==> config.mk <==
export PLATFORM = sky130hd
export DESIGN_NAME = gpio_port
export DESIGN_NICKNAME = d
export VERILOG_FILES = /design/src/hw/gpio_port_pkg.sv /design/src/hw/gpio_port.sv /design/src/hw/pin_sync.sv
export SDC_FILE = /design/constraint.sdc
export NUM_CORES = 1
export LEC_CHECK = 0
export CORE_UTILIZATION = 67
export DETAILED_ROUTE_END_ITERATION = 8
export DONT_BUFFER_PORTS = 1
export PLACE_DENSITY = 0.83
export SLEW_MARGIN = 0
export SYNTH_ARGS = -nofsm -noshare
export SYNTH_HDL_FRONTEND = slang
export SYNTH_HIERARCHICAL = 1
export SYNTH_SLANG_ARGS = --single-unit
==> constraint.sdc <==
create_clock -name clk_sys -period 3.8 [get_ports clk_sys]
set_input_delay 0.57 -clock clk_sys [delete_from_list [all_inputs] [get_ports clk_sys]]
set_output_delay 0.57 -clock clk_sys [all_outputs]
set_load 0.01 [all_outputs]
==> src/hw/gpio_port_pkg.sv <==
// constants for the general purpose port block: register offsets,
// field positions and values after reset.
// assumes a 32-bit ahb-lite register bus with byte addresses.
package gpio_port_pkg;

    // --------------------------------------------------------------
    // register byte offsets
    // --------------------------------------------------------------
    localparam logic [7:0] OFS_FIRST_PIN_VALUE = 8'h00;
    localparam logic [7:0] OFS_FIRST_LATCH = 8'h04;
    localparam logic [7:0] OFS_FIRST_DIR = 8'h08;
    localparam logic [7:0] OFS_THIRD_PIN_VALUE = 8'h0C;
    localparam logic [7:0] OFS_THIRD_LATCH = 8'h10;
    localparam logic [7:0] OFS_THIRD_DIR = 8'h14;
    localparam logic [7:0] OFS_FIFTH_DIR_STATUS = 8'h18;
    localparam logic [7:0] OFS_ANALOG_CTRL_ONE = 8'h1C;
    localparam logic [7:0] OFS_OSC_PIN_SELECT = 8'h20;

    // --------------------------------------------------------------
    // fifth port direction and slave status fields
    // --------------------------------------------------------------
    localparam int FIFTH_IBF_BIT = 7;
    localparam int FIFTH_OBF_BIT = 6;
    localparam int FIFTH_INPUT_BUFFER_OVERFLOW_BIT = 5;
    localparam int FIFTH_MODE_BIT = 4;
    localparam int FIFTH_DIR_W = 3;

    // --------------------------------------------------------------
    // first port pin positions
    // --------------------------------------------------------------
    localparam int PIN_TIMER_CLK = 4;
    localparam int PIN_ANALOG_HI = 5;
    localparam int PIN_OSC_LO = 6;
    localparam int PIN_OSC_HI = 7;
    localparam int ANALOG_SEL_W = 5;

    // --------------------------------------------------------------
    // values after reset
    // --------------------------------------------------------------
    localparam logic [7:0] RST_LATCH = 8'h00;
    localparam logic [7:0] RST_DIR = 8'hFF;
    localparam logic [2:0] RST_FIFTH_DIR = 3'h7;
    localparam logic [4:0] RST_ANALOG_SEL = 5'h1F;
    localparam logic RST_OSC_SEL = 1'b0;
    localparam int SYNC_STAGES = 2;

endpackage

==> src/hw/gpio_port.sv <==
// general purpose port block: first and third 8-bit ports, fifth port
// direction with slave port status, analog and oscillator pin sharing.
// assumes an ahb-lite master on clk_sys and slave port logic on clk_sys.
//
// What this block does
// - direction one: pin input, driver off
// - direction zero: pin driven from latch unless handed to the oscillator
// - eight pins, each own direction, latch
// - pin value reads pins, writes latch
// - latch register reads back latched value
// - pin four also feeds timer clock
// - oscillator pins six, seven read zero
// - analog control selects analog pins
// - reset: analog pins zero, pin four digital
// - overflow set on write while full
// - mode bit selects slave port operation
`timescale 1ns/100ps
module gpio_port (
    // clock and reset
    input wire logic clk_sys,
    input wire logic reset,
    // ahb-lite slave
    input wire logic hsel,
    input wire logic [31:0] haddr,
    input wire logic [1:0] htrans,
    input wire logic hwrite,
    input wire logic [2:0] hsize,
    input wire logic [31:0] hwdata,
    input wire logic hready,
    output logic hreadyout,
    output logic hresp,
    output logic [31:0] hrdata,
    // first port pins
    input wire logic [7:0] first_port_in,
    output logic [7:0] first_port_out,
    output logic [7:0] first_port_oe,
    // third port pins
    input wire logic [7:0] third_port_in,
    output logic [7:0] third_port_out,
    output logic [7:0] third_port_oe,
    // fifth port and slave port events
    input wire logic slave_in_write,
    input wire logic core_in_read,
    input wire logic core_out_write,
    input wire logic slave_out_read,
    output logic [2:0] fifth_port_dir,
    output logic slave_port_mode_select,
    // shared functions
    output logic timer_zero_clock_input
);

    logic [7:0] first_sync;
    logic [7:0] third_sync;
    logic [7:0] first_latch_reg, first_latch_next;
    logic [7:0] first_dir_reg, first_dir_next;
    logic [7:0] third_latch_reg, third_latch_next;
    logic [7:0] third_dir_reg, third_dir_next;
    logic [2:0] fifth_dir_reg, fifth_dir_next;
    logic mode_reg, mode_next;
    logic ibf_reg, ibf_next;
    logic obf_reg, obf_next;
    logic input_buffer_overflow_reg, input_buffer_overflow_next;
    logic [4:0] analog_sel_reg, analog_sel_next;
    logic osc_sel_reg, osc_sel_next;
    logic wr_pend_reg, wr_pend_next;
    logic [7:0] wr_addr_reg, wr_addr_next;
    logic [31:0] rdata_reg, rdata_next;
    logic [7:0] first_out_reg, first_out_next;
    logic [7:0] first_oe_reg, first_oe_next;
    logic [7:0] third_out_reg, third_out_next;
    logic [7:0] third_oe_reg, third_oe_next;
    logic timer_clk_reg, timer_clk_next;
    logic addr_phase, ovf_clear;
    logic [7:0] wbyte;

    // ----------------------------------------------------------------
    // helpers
    // ----------------------------------------------------------------
    // pins whose digital path is cut by the analog selection
    function automatic logic [7:0] analog_mask(input logic [4:0] sel);
        analog_mask = {2'b00, sel[4], 1'b0, sel[3:0]};
    endfunction

    // pins handed to the oscillator
    function automatic logic [7:0] osc_mask(input logic osc);
        osc_mask = {osc, osc, 6'b00_0000};
    endfunction

    // ----------------------------------------------------------------
    // pin input synchronisers
    // ----------------------------------------------------------------
    pin_sync #(.WIDTH(16)) u_pin_sync (
        .clk_sys(clk_sys),
        .reset(reset),
        .pin_in({third_port_in, first_port_in}),
        .pin_sync_out({third_sync, first_sync})
    );

    // ----------------------------------------------------------------
    // bus decode
    // ----------------------------------------------------------------
    assign addr_phase = hsel & htrans[1] & hready;
    assign wbyte = hwdata[7:0];
    assign ovf_clear = wr_pend_reg && wr_addr_reg == gpio_port_pkg::OFS_FIFTH_DIR_STATUS
        && !wbyte[gpio_port_pkg::FIFTH_INPUT_BUFFER_OVERFLOW_BIT];

    // ----------------------------------------------------------------
    // register next values
    // ----------------------------------------------------------------
    // writes land in the data phase after the captured address phase
    always_comb begin
        first_latch_next = first_latch_reg;
        first_dir_next = first_dir_reg;
        third_latch_next = third_latch_reg;
        third_dir_next = third_dir_reg;
        fifth_dir_next = fifth_dir_reg;
        mode_next = mode_reg;
        analog_sel_next = analog_sel_reg;
        osc_sel_next = osc_sel_reg;
        input_buffer_overflow_next = input_buffer_overflow_reg;
        if (wr_pend_reg) begin
            unique case (wr_addr_reg)
                gpio_port_pkg::OFS_FIRST_PIN_VALUE,
                gpio_port_pkg::OFS_FIRST_LATCH: first_latch_next = wbyte;
                gpio_port_pkg::OFS_FIRST_DIR: first_dir_next = wbyte;
                gpio_port_pkg::OFS_THIRD_PIN_VALUE,
                gpio_port_pkg::OFS_THIRD_LATCH: third_latch_next = wbyte;
                gpio_port_pkg::OFS_THIRD_DIR: third_dir_next = wbyte;
                gpio_port_pkg::OFS_FIFTH_DIR_STATUS: begin
                    fifth_dir_next = wbyte[gpio_port_pkg::FIFTH_DIR_W-1:0];
                    mode_next = wbyte[gpio_port_pkg::FIFTH_MODE_BIT];
                    // software may only clear the overflow flag
                    if (!wbyte[gpio_port_pkg::FIFTH_INPUT_BUFFER_OVERFLOW_BIT]) begin
                        input_buffer_overflow_next = 1'b0;
                    end
                end
                gpio_port_pkg::OFS_ANALOG_CTRL_ONE: analog_sel_next = wbyte[gpio_port_pkg::ANALOG_SEL_W-1:0];
                gpio_port_pkg::OFS_OSC_PIN_SELECT: osc_sel_next = wbyte[0];
                default: begin
                end
            endcase
        end
        // a new overflow outranks a clear in the same cycle
        if (slave_in_write && ibf_reg) begin
            input_buffer_overflow_next = 1'b1;
        end
    end

    // ----------------------------------------------------------------
    // slave port buffer flags
    // ----------------------------------------------------------------
    // set wins over clear; flags never take bus writes
    always_comb begin
        ibf_next = ibf_reg;
        obf_next = obf_reg;
        if (core_in_read) begin
            ibf_next = 1'b0;
        end
        if (slave_in_write) begin
            ibf_next = 1'b1;
        end
        if (slave_out_read) begin
            obf_next = 1'b0;
        end
        if (core_out_write) begin
            obf_next = 1'b1;
        end
    end

    // ----------------------------------------------------------------
    // bus phase tracking and read data
    // ----------------------------------------------------------------
    // read data built from next values so a read right behind a write
    // sees the written value without a wait state
    always_comb begin
        logic [7:0] an_m;
        logic [7:0] os_m;
        an_m = analog_mask(analog_sel_next);
        os_m = osc_mask(osc_sel_next);
        wr_pend_next = addr_phase & hwrite;
        wr_addr_next = addr_phase ? haddr[7:0] : wr_addr_reg;
        rdata_next = '0;
        if (addr_phase && !hwrite) begin
            unique case (haddr[7:0])
                gpio_port_pkg::OFS_FIRST_PIN_VALUE: rdata_next[7:0] = first_sync & ~an_m & ~os_m;
                gpio_port_pkg::OFS_FIRST_LATCH: rdata_next[7:0] = first_latch_next & ~os_m;
                gpio_port_pkg::OFS_FIRST_DIR: rdata_next[7:0] = first_dir_next & ~os_m;
                gpio_port_pkg::OFS_THIRD_PIN_VALUE: rdata_next[7:0] = third_sync;
                gpio_port_pkg::OFS_THIRD_LATCH: rdata_next[7:0] = third_latch_next;
                gpio_port_pkg::OFS_THIRD_DIR: rdata_next[7:0] = third_dir_next;
                gpio_port_pkg::OFS_FIFTH_DIR_STATUS: begin
                    rdata_next[7:0] = {ibf_next, obf_next, input_buffer_overflow_next, mode_next, 1'b0, fifth_dir_next};
                end
                gpio_port_pkg::OFS_ANALOG_CTRL_ONE: rdata_next[4:0] = analog_sel_next;
                gpio_port_pkg::OFS_OSC_PIN_SELECT: rdata_next[0] = osc_sel_next;
                default: rdata_next = '0;
            endcase
        end
    end

    // ----------------------------------------------------------------
    // pin drive
    // ----------------------------------------------------------------
    // built from next values so pins follow the write in one edge;
    // oscillator pins are never driven by the port
    always_comb begin
        logic [7:0] os_m;
        os_m = osc_mask(osc_sel_next);
        first_oe_next = ~first_dir_next & ~os_m;
        first_out_next = first_latch_next & ~os_m;
        third_oe_next = ~third_dir_next;
        third_out_next = third_latch_next;
        timer_clk_next = first_sync[gpio_port_pkg::PIN_TIMER_CLK];
    end

    // ----------------------------------------------------------------
    // state registers
    // ----------------------------------------------------------------
    always_ff @(posedge clk_sys) begin
        if (reset) begin
            first_latch_reg <= gpio_port_pkg::RST_LATCH;
            first_dir_reg <= gpio_port_pkg::RST_DIR;
            third_latch_reg <= gpio_port_pkg::RST_LATCH;
            third_dir_reg <= gpio_port_pkg::RST_DIR;
            fifth_dir_reg <= gpio_port_pkg::RST_FIFTH_DIR;
            mode_reg <= 1'b0;
            ibf_reg <= 1'b0;
            obf_reg <= 1'b0;
            input_buffer_overflow_reg <= 1'b0;
            analog_sel_reg <= gpio_port_pkg::RST_ANALOG_SEL;
            osc_sel_reg <= gpio_port_pkg::RST_OSC_SEL;
            wr_pend_reg <= 1'b0;
            wr_addr_reg <= '0;
            rdata_reg <= '0;
            first_out_reg <= '0;
            first_oe_reg <= '0;
            third_out_reg <= '0;
            third_oe_reg <= '0;
            timer_clk_reg <= 1'b0;
        end else begin
            first_latch_reg <= first_latch_next;
            first_dir_reg <= first_dir_next;
            third_latch_reg <= third_latch_next;
            third_dir_reg <= third_dir_next;
            fifth_dir_reg <= fifth_dir_next;
            mode_reg <= mode_next;
            ibf_reg <= ibf_next;
            obf_reg <= obf_next;
            input_buffer_overflow_reg <= input_buffer_overflow_next;
            analog_sel_reg <= analog_sel_next;
            osc_sel_reg <= osc_sel_next;
            wr_pend_reg <= wr_pend_next;
            wr_addr_reg <= wr_addr_next;
            rdata_reg <= rdata_next;
            first_out_reg <= first_out_next;
            first_oe_reg <= first_oe_next;
            third_out_reg <= third_out_next;
            third_oe_reg <= third_oe_next;
            timer_clk_reg <= timer_clk_next;
        end
    end

    // ----------------------------------------------------------------
    // outputs
    // ----------------------------------------------------------------
    // zero wait states, response always okay
    assign hreadyout = 1'b1;
    assign hresp = 1'b0;
    assign hrdata = rdata_reg;
    assign first_port_out = first_out_reg;
    assign first_port_oe = first_oe_reg;
    assign third_port_out = third_out_reg;
    assign third_port_oe = third_oe_reg;
    assign fifth_port_dir = fifth_dir_reg;
    assign slave_port_mode_select = mode_reg;
    assign timer_zero_clock_input = timer_clk_reg;
endmodule

==> src/hw/pin_sync.sv <==
// two flip-flop synchroniser for a bus of pin inputs.
// assumes each bit is an independent level; no word coherence.
`timescale 1ns/100ps
module pin_sync #(
    parameter int WIDTH = 8
) (
    // clock and reset
    input wire logic clk_sys,
    input wire logic reset,
    // pins and result
    input wire logic [WIDTH-1:0] pin_in,
    output logic [WIDTH-1:0] pin_sync_out
);

    logic [WIDTH-1:0] meta_reg;
    logic [WIDTH-1:0] meta_next;
    logic [WIDTH-1:0] stable_reg;
    logic [WIDTH-1:0] stable_next;

    // a bus of no bits has nothing to carry
    if (WIDTH < 1) begin : g_width_check
        $error("pin_sync needs at least one bit");
    end

    // ----------------------------------------------------------------
    // synchroniser stages
    // ----------------------------------------------------------------
    // first stage is read only by the second stage
    always_comb begin
        meta_next = pin_in;
        stable_next = meta_reg;
    end

    // reset to zero so no unknown reaches the read paths
    always_ff @(posedge clk_sys) begin
        if (reset) begin
            meta_reg <= '0;
            stable_reg <= '0;
        end else begin
            meta_reg <= meta_next;
            stable_reg <= stable_next;
        end
    end

    assign pin_sync_out = stable_reg;

endmodule

# Word level (Yosys, flattened, before mapping)
# Cells that the tools add are included.
# totals
inputBits	94
word_cells	85
ff_bits	143
out_inout_bits	71
# op_classes
n_eq_ne	16
n_mux	27
n_reduce_logical	8
bitwise	13
# op_table
operator	count
equality test 8 x 5 -> 1 bit (second input constant)	8
2-to-1 mux 8 bit	8
AND 8 bit	5
equality test 8 x 4 -> 1 bit (second input constant)	4
case mux 4 bit (8 select lines)	1
inverter 8 bit	3
case mux 3 bit (7 select lines)	1
equality test 8 x 3 -> 1 bit (second input constant)	2
equality test 8 x 6 -> 1 bit (second input constant)	2
zero test 8 bit	2
2-to-1 mux 1 bit	12
2-to-1 mux 5 bit	2
case mux 1 bit (9 select lines)	1
inverter 6 -> 8 bit	1
2-to-1 mux 3 bit	2
OR reduction 2 bit	3
AND 1 bit	3
logical AND 1 bit	2
zero test 1 bit	1
inverter 1 bit	1

# Depth between registers and ports, before layout
# Gate-level depths: netlist of run 1.
# depth
ltp_word	7
ltp_mapped	7
depth_no_buf	5

# Modules after synthesis
# The synthesis of run 1 kept the hierarchy.
# by_module_without_submodules
mod	cells_per_inst	instances	seq_area_each_um2	area_per_inst_um2
gpio_port	404	1	1621.6	3783.6
pin_sync	67	1	640.6	863.3

# Worst setup path after synthesis of run 1
# No wires, ideal clock.
# synth_path
path_kind	in2reg
startpoint	input haddr[0]
endpoint	register rdata_reg[0] (netlist: hrdata[0])
setup_slack_ns	1.776
setup_time_ns	0.074
cell_stages	6
t_required_ns	3.726
arrival_time_ns	1.950
n_path_buf	1
path_cell_list	nor4_1 -> and3_1 -> buf_2 -> nand2_1 -> mux2_2 -> a31oi_1
# synth_between
elab_chain_len	2
elab_cells_between_ends	10
cone_classes	eq/ne: 8; mux: 1; reduce/logical: 1
# synth_lines
element	line_no	source
start, declared	gpio_port.sv:24	input wire logic [31:0] haddr,
equality test 8 x 6 -> 1 bit (tied with other cells)	gpio_port.sv:184	unique case (haddr[7:0])
case mux 1 bit (9 select lines) *	gpio_port.sv:184	
end signal, assigned	gpio_port.sv:254	rdata_reg <= rdata_next;
end, declared	gpio_port.sv:67	logic [31:0] rdata_reg, rdata_next;
# Mark *: on every way between the ends. The rest lies on a longest branch, timed or not.
# A chain may end at the register's enable or synchronous reset.

# Final worst setup path of run 1
# layout_path
startpoint	register wr_addr_reg[2]
endpoint	register rdata_reg[5] (netlist: hrdata[5])
# layout_between
elab_chain_len	7
elab_cells_between_ends	29
cone_classes	eq/ne: 7; mux: 14; bitwise: 5; reduce/logical: 3
# layout_lines
element	line_no	source
start, declared	gpio_port.sv:66	logic [7:0] wr_addr_reg, wr_addr_next;
start signal, assigned	gpio_port.sv:253	wr_addr_reg <= wr_addr_next;
equality test 8 x 5 -> 1 bit	gpio_port.sv:122	unique case (wr_addr_reg)
2-to-1 mux 5 bit	gpio_port.sv:122	
2-to-1 mux 5 bit	gpio_port.sv:121	if (wr_pend_reg) begin
inverter 6 -> 8 bit	gpio_port.sv:185	gpio_port_pkg::OFS_FIRST_PIN_VALUE: rdata_next[7:0] = first_sync & ~an_m & ~os_m;
AND 8 bit (2 in series)	gpio_port.sv:185	
case mux 3 bit (7 select lines) *	gpio_port.sv:184	
# Marked as above.

==> reports/results.ini, run 1 <==
[run_status]
outcome = complete, no violations

[clocking]
ctsHoldBuffers = 0
cts-resized-gates = 0
htree_levels = 4
cts_tree = done
root_buffer = clkbuf_8
post-cts-setup-buffers = 0
clock_latency_ns = 0.52
cts_buffers = 17
clk_transition_reported_paths_ns = 0.06
cts.sinks = 113
cts_max_path_buffers = 2

[logic_synthesis]
synth_edf_count = 0
ys_types = 60
yosysWarnings = 6
yosys-top-cells-area = dfxtp_1 49%, nor2b_1 5.9%, buf_4 5.7%
ys_seq_area_share_pct = 48.68
synth_common_cells = 113 x dfxtp_1, 44 x nor2b_1, 35 x buf_4
synth.most_common_cell = dfxtp_1
synth_top_cell_area_share_pct = 48.68
syn_avg_cell_area_um2 = 9.866
synth_area_leader_cell = dfxtp_1
synth_ff_type = dfxtp_1
synth_seq_cells = 113
syn_inst = 471
syn_area_mm2 = 0.004647
async_reset_ff_share_pct = 0

[critical_path]
crit_slowest_cell = dfxtp_1
r2r_cells = 5
cp_cell_sequence = nor3b_1, o211ai_2, mux2_2, a221oi_1, a31oi_1
cp-startpoint = wr_addr_reg[2]$_SDFFE_PP0P_
cpPeakStageDelay_ns = 0.85
cp.required_ns = 4.19
worstSetupPathDepth = 5
cp-start-kind = flop
regToRegStartpoint = wr_addr_reg[2]$_SDFFE_PP0P_
cp_num_buf_inv = 0
endpoint_kind = flop
critical_path_arrival_ns = 2.98
path_class = reg2reg
critPathMaxFanout = 19
critPathTopFamily = compound AO/OA/AOI/OAI gates

[drt]
drcViolationCount = 0
viasPerCell = 5.995
postRouteWirelength_um = 10260
firstDrtPassIters = 6
ant_nets = 0
wl_per_cell_um = 18.59
drtIter0Drc = 317
vias = 3309

[power]
p_leak_nw = 2.077
power_density_mw_per_mm2 = 558.6
ir_drop_v = 0.0005003

[die]
dieArea_mm2 = 0.007273
io_pins = 165
die_h_um = 85.28
die_x_um = 85.28
placement_rows = 29
start_util_pct = 71.15
core_mm2 = 0.006531

[timing]
setup_viol = 0
timing.final.hold_violations = 0
post-route-min-period_ns = 2.581
rsz0062_at_grt = no
fmax_ghz = 0.3874
worst_slack_ns = 1.219
relSlewSlack_pct = 39.06
fin_worst_skew_ns = 0.004361
fin_crit_sh_pct = 67.92
drv_slew = 0
worst_pin_slew_ns = 0.9057
fin_setup_tns_ns = 0

[final_layout]
fin_area_mm2 = 0.005087
layout.nets = 556
drive_gt1_share_pct = 13.68
nFillCells = 413
antenna_cells = 0
area_growth_pct = 9.478
fin_cells = 552

[global_routing]
grt_pass1_wl_um = 15970
grt_max_degree = 93
grt_pass1_vias = 3124
overflow = 0
antenna_found_initial = 0
grt_util_all_layers_pct = 29.49

[placed_design]
placedInstanceArea_mm2 = 0.004501
dp_hpwl_um = 6669
place.gp.congestion = 0.8865
dp_slack_ns = 1.239
placedCellCount = 520
io_buffers = 0

[worst_hold_path]
hp-start = reset
whs_path_depth = 1
hp-class = in2reg

[job]
cap_violations = 0

==> layout by cell type (no fill, tap or decap), drive strengths merged, types with 13 or more instances in the layout <==
master    n
a21oi    26
nor2b    44
nor2     17
mux2     13
nand2    26
nand2b   13
conb     26
clkbuf   17
nand3    14
dfxtp   113
inv      26
mux2i    19
==> layout make-up <==
type	instances	area (um^2)	share of cell area (%)
Clock inverter	15	172.7	3.394
Inverter	18	67.56	1.328
Sequential cell	113	2262	44.47
Tap cell	77	96.34	1.894
Multi-Input combinational cell	310	2059	40.48
Clock buffer	17	414.1	8.141
Timing Repair Buffer	2	15.01	0.2951
==> report_power, final <==
group | internal (mW) | switching, mW | total, mW
Clock | 0.953 | 0.600 | 1.55
Combinational | 0.0273 | 0.0399 | 0.0671
Sequential | 1.21 | 0.0142 | 1.22
Total | 2.19 | 0.654 | 2.84
==> metrics by stage <==
stage                     hold slack [ns]  utilization, %  power (mW)
after floorplan                    0.4138               -       1.336
final                              0.1171           77.89       2.842
after CTS                          0.1021           77.89       2.853
after detailed placement           0.4212           68.91       1.312
after global routing               0.1024           77.89       2.927
after global placement             0.4176           68.91       1.310
==> metal layers <==
metal | up-vias | track usage [%] | part of all wire, %
li1 | 1569 | - | -
met1 | 1511 | 34.82 | 39
met2 | 196 | 46.99 | 49
met3 | 33 | 9.630 | 9.2
met4 | 0 | 17.58 | 3.0
met5 | - | 0 | 0
==> cells by family after synthesis <==
| logic type | after synthesis | share of synthesized area (%) |
|---|---|---|
| AND/OR/NAND/NOR | 180 | 23.56 |
| flip-flops | 113 | 48.68 |
| AO/OA/AOI/OAI | 72 | 11.42 |
| buffers and inverters | 72 | 8.939 |
| multiplexers | 32 | 7.243 |
| other | 2 | 0.1616 |
==> worst reg2reg max path, stage by stage (launching register included) <==
cell and delay, ns:
dfxtp_1 0.85, nor3b_1 0.16, o211ai_2 0.57, mux2_2 0.43, a221oi_1 0.32, a31oi_1 0.13
==> worst paths after layout <==
kind	endpoint	slack (ns)
hold / removal	u_pin_sync/meta_reg[7]$_SDFF_PP0_	0.12
hold reg to reg	u_pin_sync/pin_sync_out[7]$_SDFF_PP0_	0.43
setup / recovery	hrdata[5]$_SDFF_PP0_	1.22
setup reg to reg	hrdata[5]$_SDFF_PP0_	1.22
No activity file was read; power rests on OpenSTA's default activity.
==> inputs of run 2 (changes only) <==
Settings changed: ABC_AREA from default to 1, CORE_UTILIZATION 67 to 63, PLACE_DENSITY 0.83 to 0.79.
Clock period 3.8 ns to 2.49 ns, I/O delays scaled along.
==> run 2 against run 1 <==
  * Cell count up 46%
  * Non-clock buffer count up 20
  * Power rose by 57%
  * First-iteration DRC count rose by 13%
  * Clock skew is 0.011 ns higher
  * Wire length is 17% higher
  * Sequential share of layout area decreased by 4.0 points
  * Fmax rose by 39%
==> reports/results.ini, run 2 <==
[run_status]
outcome = complete, no violations

[critical_path]
path_class = reg2reg
critPathMaxFanout = 17
endpoint_kind = flop
cp.required_ns = 2.89
critical_path_arrival_ns = 2.26
ff2ff_setup_slack_ns = 0.63
cp-start-kind = flop

[logic_synthesis]
synth_common_cells = 155 x nand2_1, 113 x dfxtp_1, 107 x inv_1
syn_inst = 677
synth_edf_count = 0
synth_area_leader_cell = dfxtp_1
ys_types = 31
synth.most_common_cell = nand2_1
yosys-top-cells-area = dfxtp_1 46%, nand2_1 12%, inv_1 8.2%
syn_area_mm2 = 0.004900
async_reset_ff_share_pct = 0
ys_seq_area_share_pct = 46.17
yosysWarnings = 6
syn_avg_cell_area_um2 = 7.237
synth_ff_type = dfxtp_1
synth_top_cell_area_share_pct = 46.17
synth_seq_cells = 113

[power]
clkPwrFrac_pct = 53.8
seqPwrFrac_pct = 41.7
internal_power_mw = 3.450
switching_share_pct = 22.78
ir_drop_v = 0.0005864
p_leak_nw = 2.783
combPwrFrac_pct = 4.5
p_sw_mw = 1.018
power_density_mw_per_mm2 = 798.7

[clocking]
cts_buffers = 17
cts_tree = done
ctsHoldBuffers = 19
clk_transition_reported_paths_ns = 0.06
cts-resized-gates = 0
root_buffer = clkbuf_8
htree_levels = 4
cts.sinks = 113
clock_latency_ns = 0.53
cts_max_path_buffers = 2
post-cts-setup-buffers = 0

[timing]
drv_slew = 0
post-route-min-period_ns = 1.855
setup_viol = 0
fin_setup_tns_ns = 0
timing.final.hold_violations = 0
worst_pin_slew_ns = 0.5052
relSlewSlack_pct = 66.24
fin_worst_skew_ns = 0.01559
rsz0062_at_grt = no
fin_crit_sh_pct = 74.52
fmax_ghz = 0.5389

[placed_design]
placedInstanceArea_mm2 = 0.004802
io_buffers = 0
dp_hpwl_um = 7967
place.gp.congestion = 0.9249

[global_routing]
grt_pass1_vias = 3987
overflow = 0
grt_util_all_layers_pct = 30.65
grt_max_degree = 62
grt_pass1_wl_um = 19040
antenna_found_initial = 0

[drt]
postRouteWirelength_um = 11970
wl_per_cell_um = 14.82
drcViolationCount = 0
firstDrtPassIters = 7
viasPerCell = 5.161
ant_nets = 0
vias = 4170
drtIter0Drc = 357

[final_layout]
layout.nets = 791
most-common-layout-cells = 155 x nand2_1, 113 x dfxtp_1, 107 x inv_1, 93 x nor2_1, 75 x nand3_1
fin_area_mm2 = 0.005594
area_growth_pct = 14.17
nFillCells = 532
drive_gt1_share_pct = 10.01
antenna_cells = 0
final_common_cell = nand2_1

[die]
dieArea_mm2 = 0.008134
io_pins = 165
start_util_pct = 66.49
die_h_um = 90.19
placement_rows = 31
die_x_um = 90.19
core_mm2 = 0.007370

[worst_hold_path]
hp-class = in2reg

[job]
cap_violations = 0

## run 2: path summary, 6_finish.rpt
path / from / end / cells after the start
worst max-delay path: wr_addr_reg[4]$_SDFFE_PP0P_ / hrdata[1]$_SDFF_PP0_ / 10
worst min-delay path: hwrite / wr_pend_reg$_SDFF_PP0_ / 1
worst max register to register: wr_addr_reg[4]$_SDFFE_PP0P_ / hrdata[1]$_SDFF_PP0_ / 10
worst min register to register: u_pin_sync/meta_reg[3]$_SDFF_PP0_ / u_pin_sync/pin_sync_out[3]$_SDFF_PP0_ / 2
## run 2: kinds of logic (layout without fill, tap and decap cells)
| family | count (synthesis) | in the layout | share of synthesized area (%) |
|---|---|---|---|
| AOI/OAI and AO/OA | 36 | 36 | 4.188 |
| buffers and inverters | 159 | 167 | 15.55 |
| DFF | 113 | 113 | 46.17 |
| other | 2 | 26 | 0.1533 |
| and+or+nand+nor | 367 | 367 | 33.94 |
## run 2: through the flow
stage / setup WS [ns] / total power, mW / hold WS [ns] / instances / util, %
2_1_floorplan: 1.077 / 2.075 / 0.3883 / 701 / -
3_3_place_gp: 0.7177 / 2.049 / 0.3896 / 758 / 65.16
3_5_place_dp: 0.6643 / 2.056 / 0.3916 / 758 / 65.16
4_1_cts: 0.6719 / 4.470 / 0.005945 / 808 / 75.91
5_1_grt: 0.4416 / 4.581 / 0.006769 / 808 / 75.91
6_report: 0.6345 / 4.468 / 0.01935 / 808 / 75.91
## run 2: layout make-up
cell class / count / area, um^2 / area share [%]
clock inverters: 13 / 163.9 / 2.930
repair buffers: 22 / 222.7 / 3.981
well taps: 99 / 123.9 / 2.214
inverters: 114 / 427.9 / 7.649
clock buffers: 18 / 427.9 / 7.649
multi-input cells: 429 / 1966 / 35.14
flip-flops and latches: 113 / 2262 / 40.44
## run 2: layer usage
metal	track usage (%)	vias up	share of wire, %
li1	-	2055	-
met1	34.90	1892	39
met2	52.04	200	49
met3	11.08	23	11
met4	12.37	0	2.0
met5	0	-	0
## run 2: worst max-delay path, cell delays in order (launching register included)
cell and delay [ns]:
dfxtp_1 0.32, inv_1 0.10, nand2_1 0.10, nor2_4 0.41
nand2_4 0.17, nand2_4 0.17, nand2_1 0.08, nand2_1 0.10
nor2_1 0.05, nor2_1 0.16, a21oi_1 0.08
## run 2: power groups by stage
stage	combinational (mW)	sequential, mW	clock [mW]
finish	0.199	1.86	2.41
global route	0.220	1.87	2.50
CTS	0.194	1.86	2.41
detailed placement	0.153	1.90	0
global placement	0.149	1.90	0
floorplan	0.177	1.90	0
==> inputs of run 3 (changes only) <==
Settings changed: CORE_UTILIZATION 63 to 57, PLACE_DENSITY 0.79 to 0.75.
Clock period 2.49 ns to 1.7 ns, I/O delays scaled along.
==> run 3 against run 2 <==
  * The run now ends with setup timing left
  * Sequential cell count unchanged
  * Clock power increased by 75%
  * Sequential power up 47%
  * Sequential share of layout area shrank 4.1 points
  * Utilization is 0.36 points lower
  * Setup slack worse by 0.65 ns
  * Combinational power is 93% higher
  * Worst hold slack better by 0.013 ns
  * Register-to-register slack lost 0.65 ns
  * Cell count rose by 6.6%
  * Cell area is 12% higher
  * Largest cell class unchanged
==> reports/results.ini, run 3 (same netlist as run 2, synthesis figures left out) <==
[drt]
met2_length_um = 6753
drtIter0Drc = 349
wl_met3_um = 1182
ant_nets = 0
postRouteWirelength_um = 13790
wl_per_cell_um = 16.01
vias = 4426
wl_met1_um = 5305
topRoutingLayerUsed = met4
viasPerCell = 5.141
firstDrtPassIters = 5
drcViolationCount = 0

[timing]
timing.final.hold_violations = 0
timing.hold.ws_ns = 0.03216
drv_slew = 0
rsz0062_at_grt = yes
fin_worst_skew_ns = 0.006271
setup_viol = 2
worst_slack_ns = -0.01421
fin_crit_sh_pct = 100.8
fmax_ghz = 0.5834
post-route-min-period_ns = 1.714

[critical_path]
crit_end = hrdata[3]$_SDFF_PP0_
path_class = reg2reg
cp-startpoint = wr_addr_reg[5]$_SDFFE_PP0P_
r2r_cells = 11
cpPeakStageDelay_ns = 0.34
ff2ff_setup_slack_ns = -0.01
timing.rr.end = hrdata[3]$_SDFF_PP0_
cp.required_ns = 2.09
endpoint_kind = flop
cp-start-kind = flop
cp_cell_sequence = inv_2, nand2_1, nor2_4, buf_6, nand3_4, nand2_2, o21ai_2, nand2_1, nand3_1, nor2_1, nor2_1
regToRegStartpoint = wr_addr_reg[5]$_SDFFE_PP0P_
critPathMaxFanout = 6
critical_path_arrival_ns = 2.10
crit_slowest_cell = dfxtp_1

[power]
power_density_mw_per_mm2 = 1175
clkPwrFrac_pct = 57.5
seqPwrFrac_pct = 37.3
p_sw_mw = 1.507
internal_power_mw = 5.821
combPwrFrac_pct = 5.2
p_leak_nw = 3.098
ir_drop_v = 0.0007880
switching_share_pct = 20.56

[global_routing]
overflow = 0
grt_pass1_wl_um = 19890
antenna_found_initial = 0
grt_max_degree = 62
grt_pass1_vias = 4079
grt_util_all_layers_pct = 30.62

[final_layout]
fin_util_pct = 75.55
final_common_cell = nand2_1
layout.nets = 838
nFillCells = 591
most-common-layout-cells = 150 x nand2_1, 109 x dfxtp_1, 105 x inv_1, 87 x nor2_1, 75 x nand3_1
drive_gt1_share_pct = 15.74
area_growth_pct = 27.32
fin_area_mm2 = 0.006238
antenna_cells = 0

[job]
cap_violations = 0

[clocking]
cts_max_path_buffers = 2
clk_transition_reported_paths_ns = 0.06
cts_tree = done
cts.sinks = 113
htree_levels = 4
clock_latency_ns = 0.51
cts_buffers = 17
root_buffer = clkbuf_8

[placed_design]
place.gp.congestion = 0.9104
dp_slack_ns = 0.03959
io_buffers = 0
placedInstanceArea_mm2 = 0.005000
dp_hpwl_um = 8407

[die]
core_mm2 = 0.008258
placement_rows = 33
dieArea_mm2 = 0.008971
start_util_pct = 59.33
io_pins = 165
die_h_um = 94.72
die_x_um = 94.72

[run_status]
outcome = finished, violations left
violations = setup timing

[worst_hold_path]
hp-start = haddr[0]
hp-class = in2reg

-- run 3: cell count changes in the layout (fill, tap and decap cells not counted), moves of 3 or more --
cell / change
dfxtp_1: -4
bufinv_16: +4
buf_6: +3
nand2_4: +4
clkbuf_8: +3
nor2_1: -6
dlygate4sd3_1: +18
buf_4: +21
dfxtp_2: +4
nand2_1: -5
nor2_2: +4
clkinv_4: -5
-- run 3: worst min-delay path by stage --
| stage | to | cells after the start |
|---|---|---|
| after floorplan | u_pin_sync/meta_reg[13]$_SDFF_PP0_ | 1 |
| after detailed placement | u_pin_sync/meta_reg[9]$_SDFF_PP0_ | 1 |
| after global routing | third_port_oe[7]$_SDFF_PP0_ | 3 |
| after CTS | wr_addr_reg[0]$_SDFFE_PP0P_ | 2 |
| final | wr_addr_reg[0]$_SDFFE_PP0P_ | 2 |
| after global placement | u_pin_sync/meta_reg[9]$_SDFF_PP0_ | 1 |
-- run 3: area by class of cell --
| cell class | count | area [um^2] | area share (%) |
|---|---|---|---|
| timing repair buffer | 68 | 666.9 | 10.69 |
| clock buffer | 21 | 469.2 | 7.521 |
| inverter | 114 | 427.9 | 6.859 |
| sequential | 113 | 2267 | 36.34 |
| tap | 105 | 131.4 | 2.106 |
| multi-input combinational | 430 | 2048 | 32.83 |
| clock inverter | 10 | 227.7 | 3.650 |
-- run 3: through the flow --
stage,power [mW],setup TNS (ns),std cells
after floorplan,3.039,0,701
after global placement,3.030,0,786
after detailed placement,3.039,0,786
after CTS,7.293,0,854
after global routing,7.510,-0.2745,861
final,7.328,-0.01772,861
-- run 3: layer usage --
metal / GRT usage [%] / vias up
met1: 35.12 / 2010
met3: 7.729 / 45
met2: 52.76 / 229
met5: 0 / -
met4: 15.03 / 0
li1: - / 2142
-- run 3: repair_timing --
action                     CTS  global route
setup endpoints to repair    0             8
resized for setup            0            30
setup buffers                0             5
hold buffers                37             0
hold endpoints to repair    79             0
-- run 3: critical path, delay by kind of cell (launching register included) --
kind	cells	cell delay [ns]
buffers and inverters	2	0.26
AO/OA/AOI/OAI	1	0.08
flip-flops	1	0.34
AND/OR/NAND/NOR	8	0.91
-- run 3: power groups by stage --
stage          Clock [mW]  Sequential (mW)  Combinational [mW]
2_1_floorplan           0             2.78               0.260
5_1_grt              4.36             2.74               0.414
4_1_cts              4.21             2.73               0.352
3_5_place_dp            0             2.79               0.254
6_report             4.21             2.73               0.384
3_3_place_gp            0             2.78               0.248
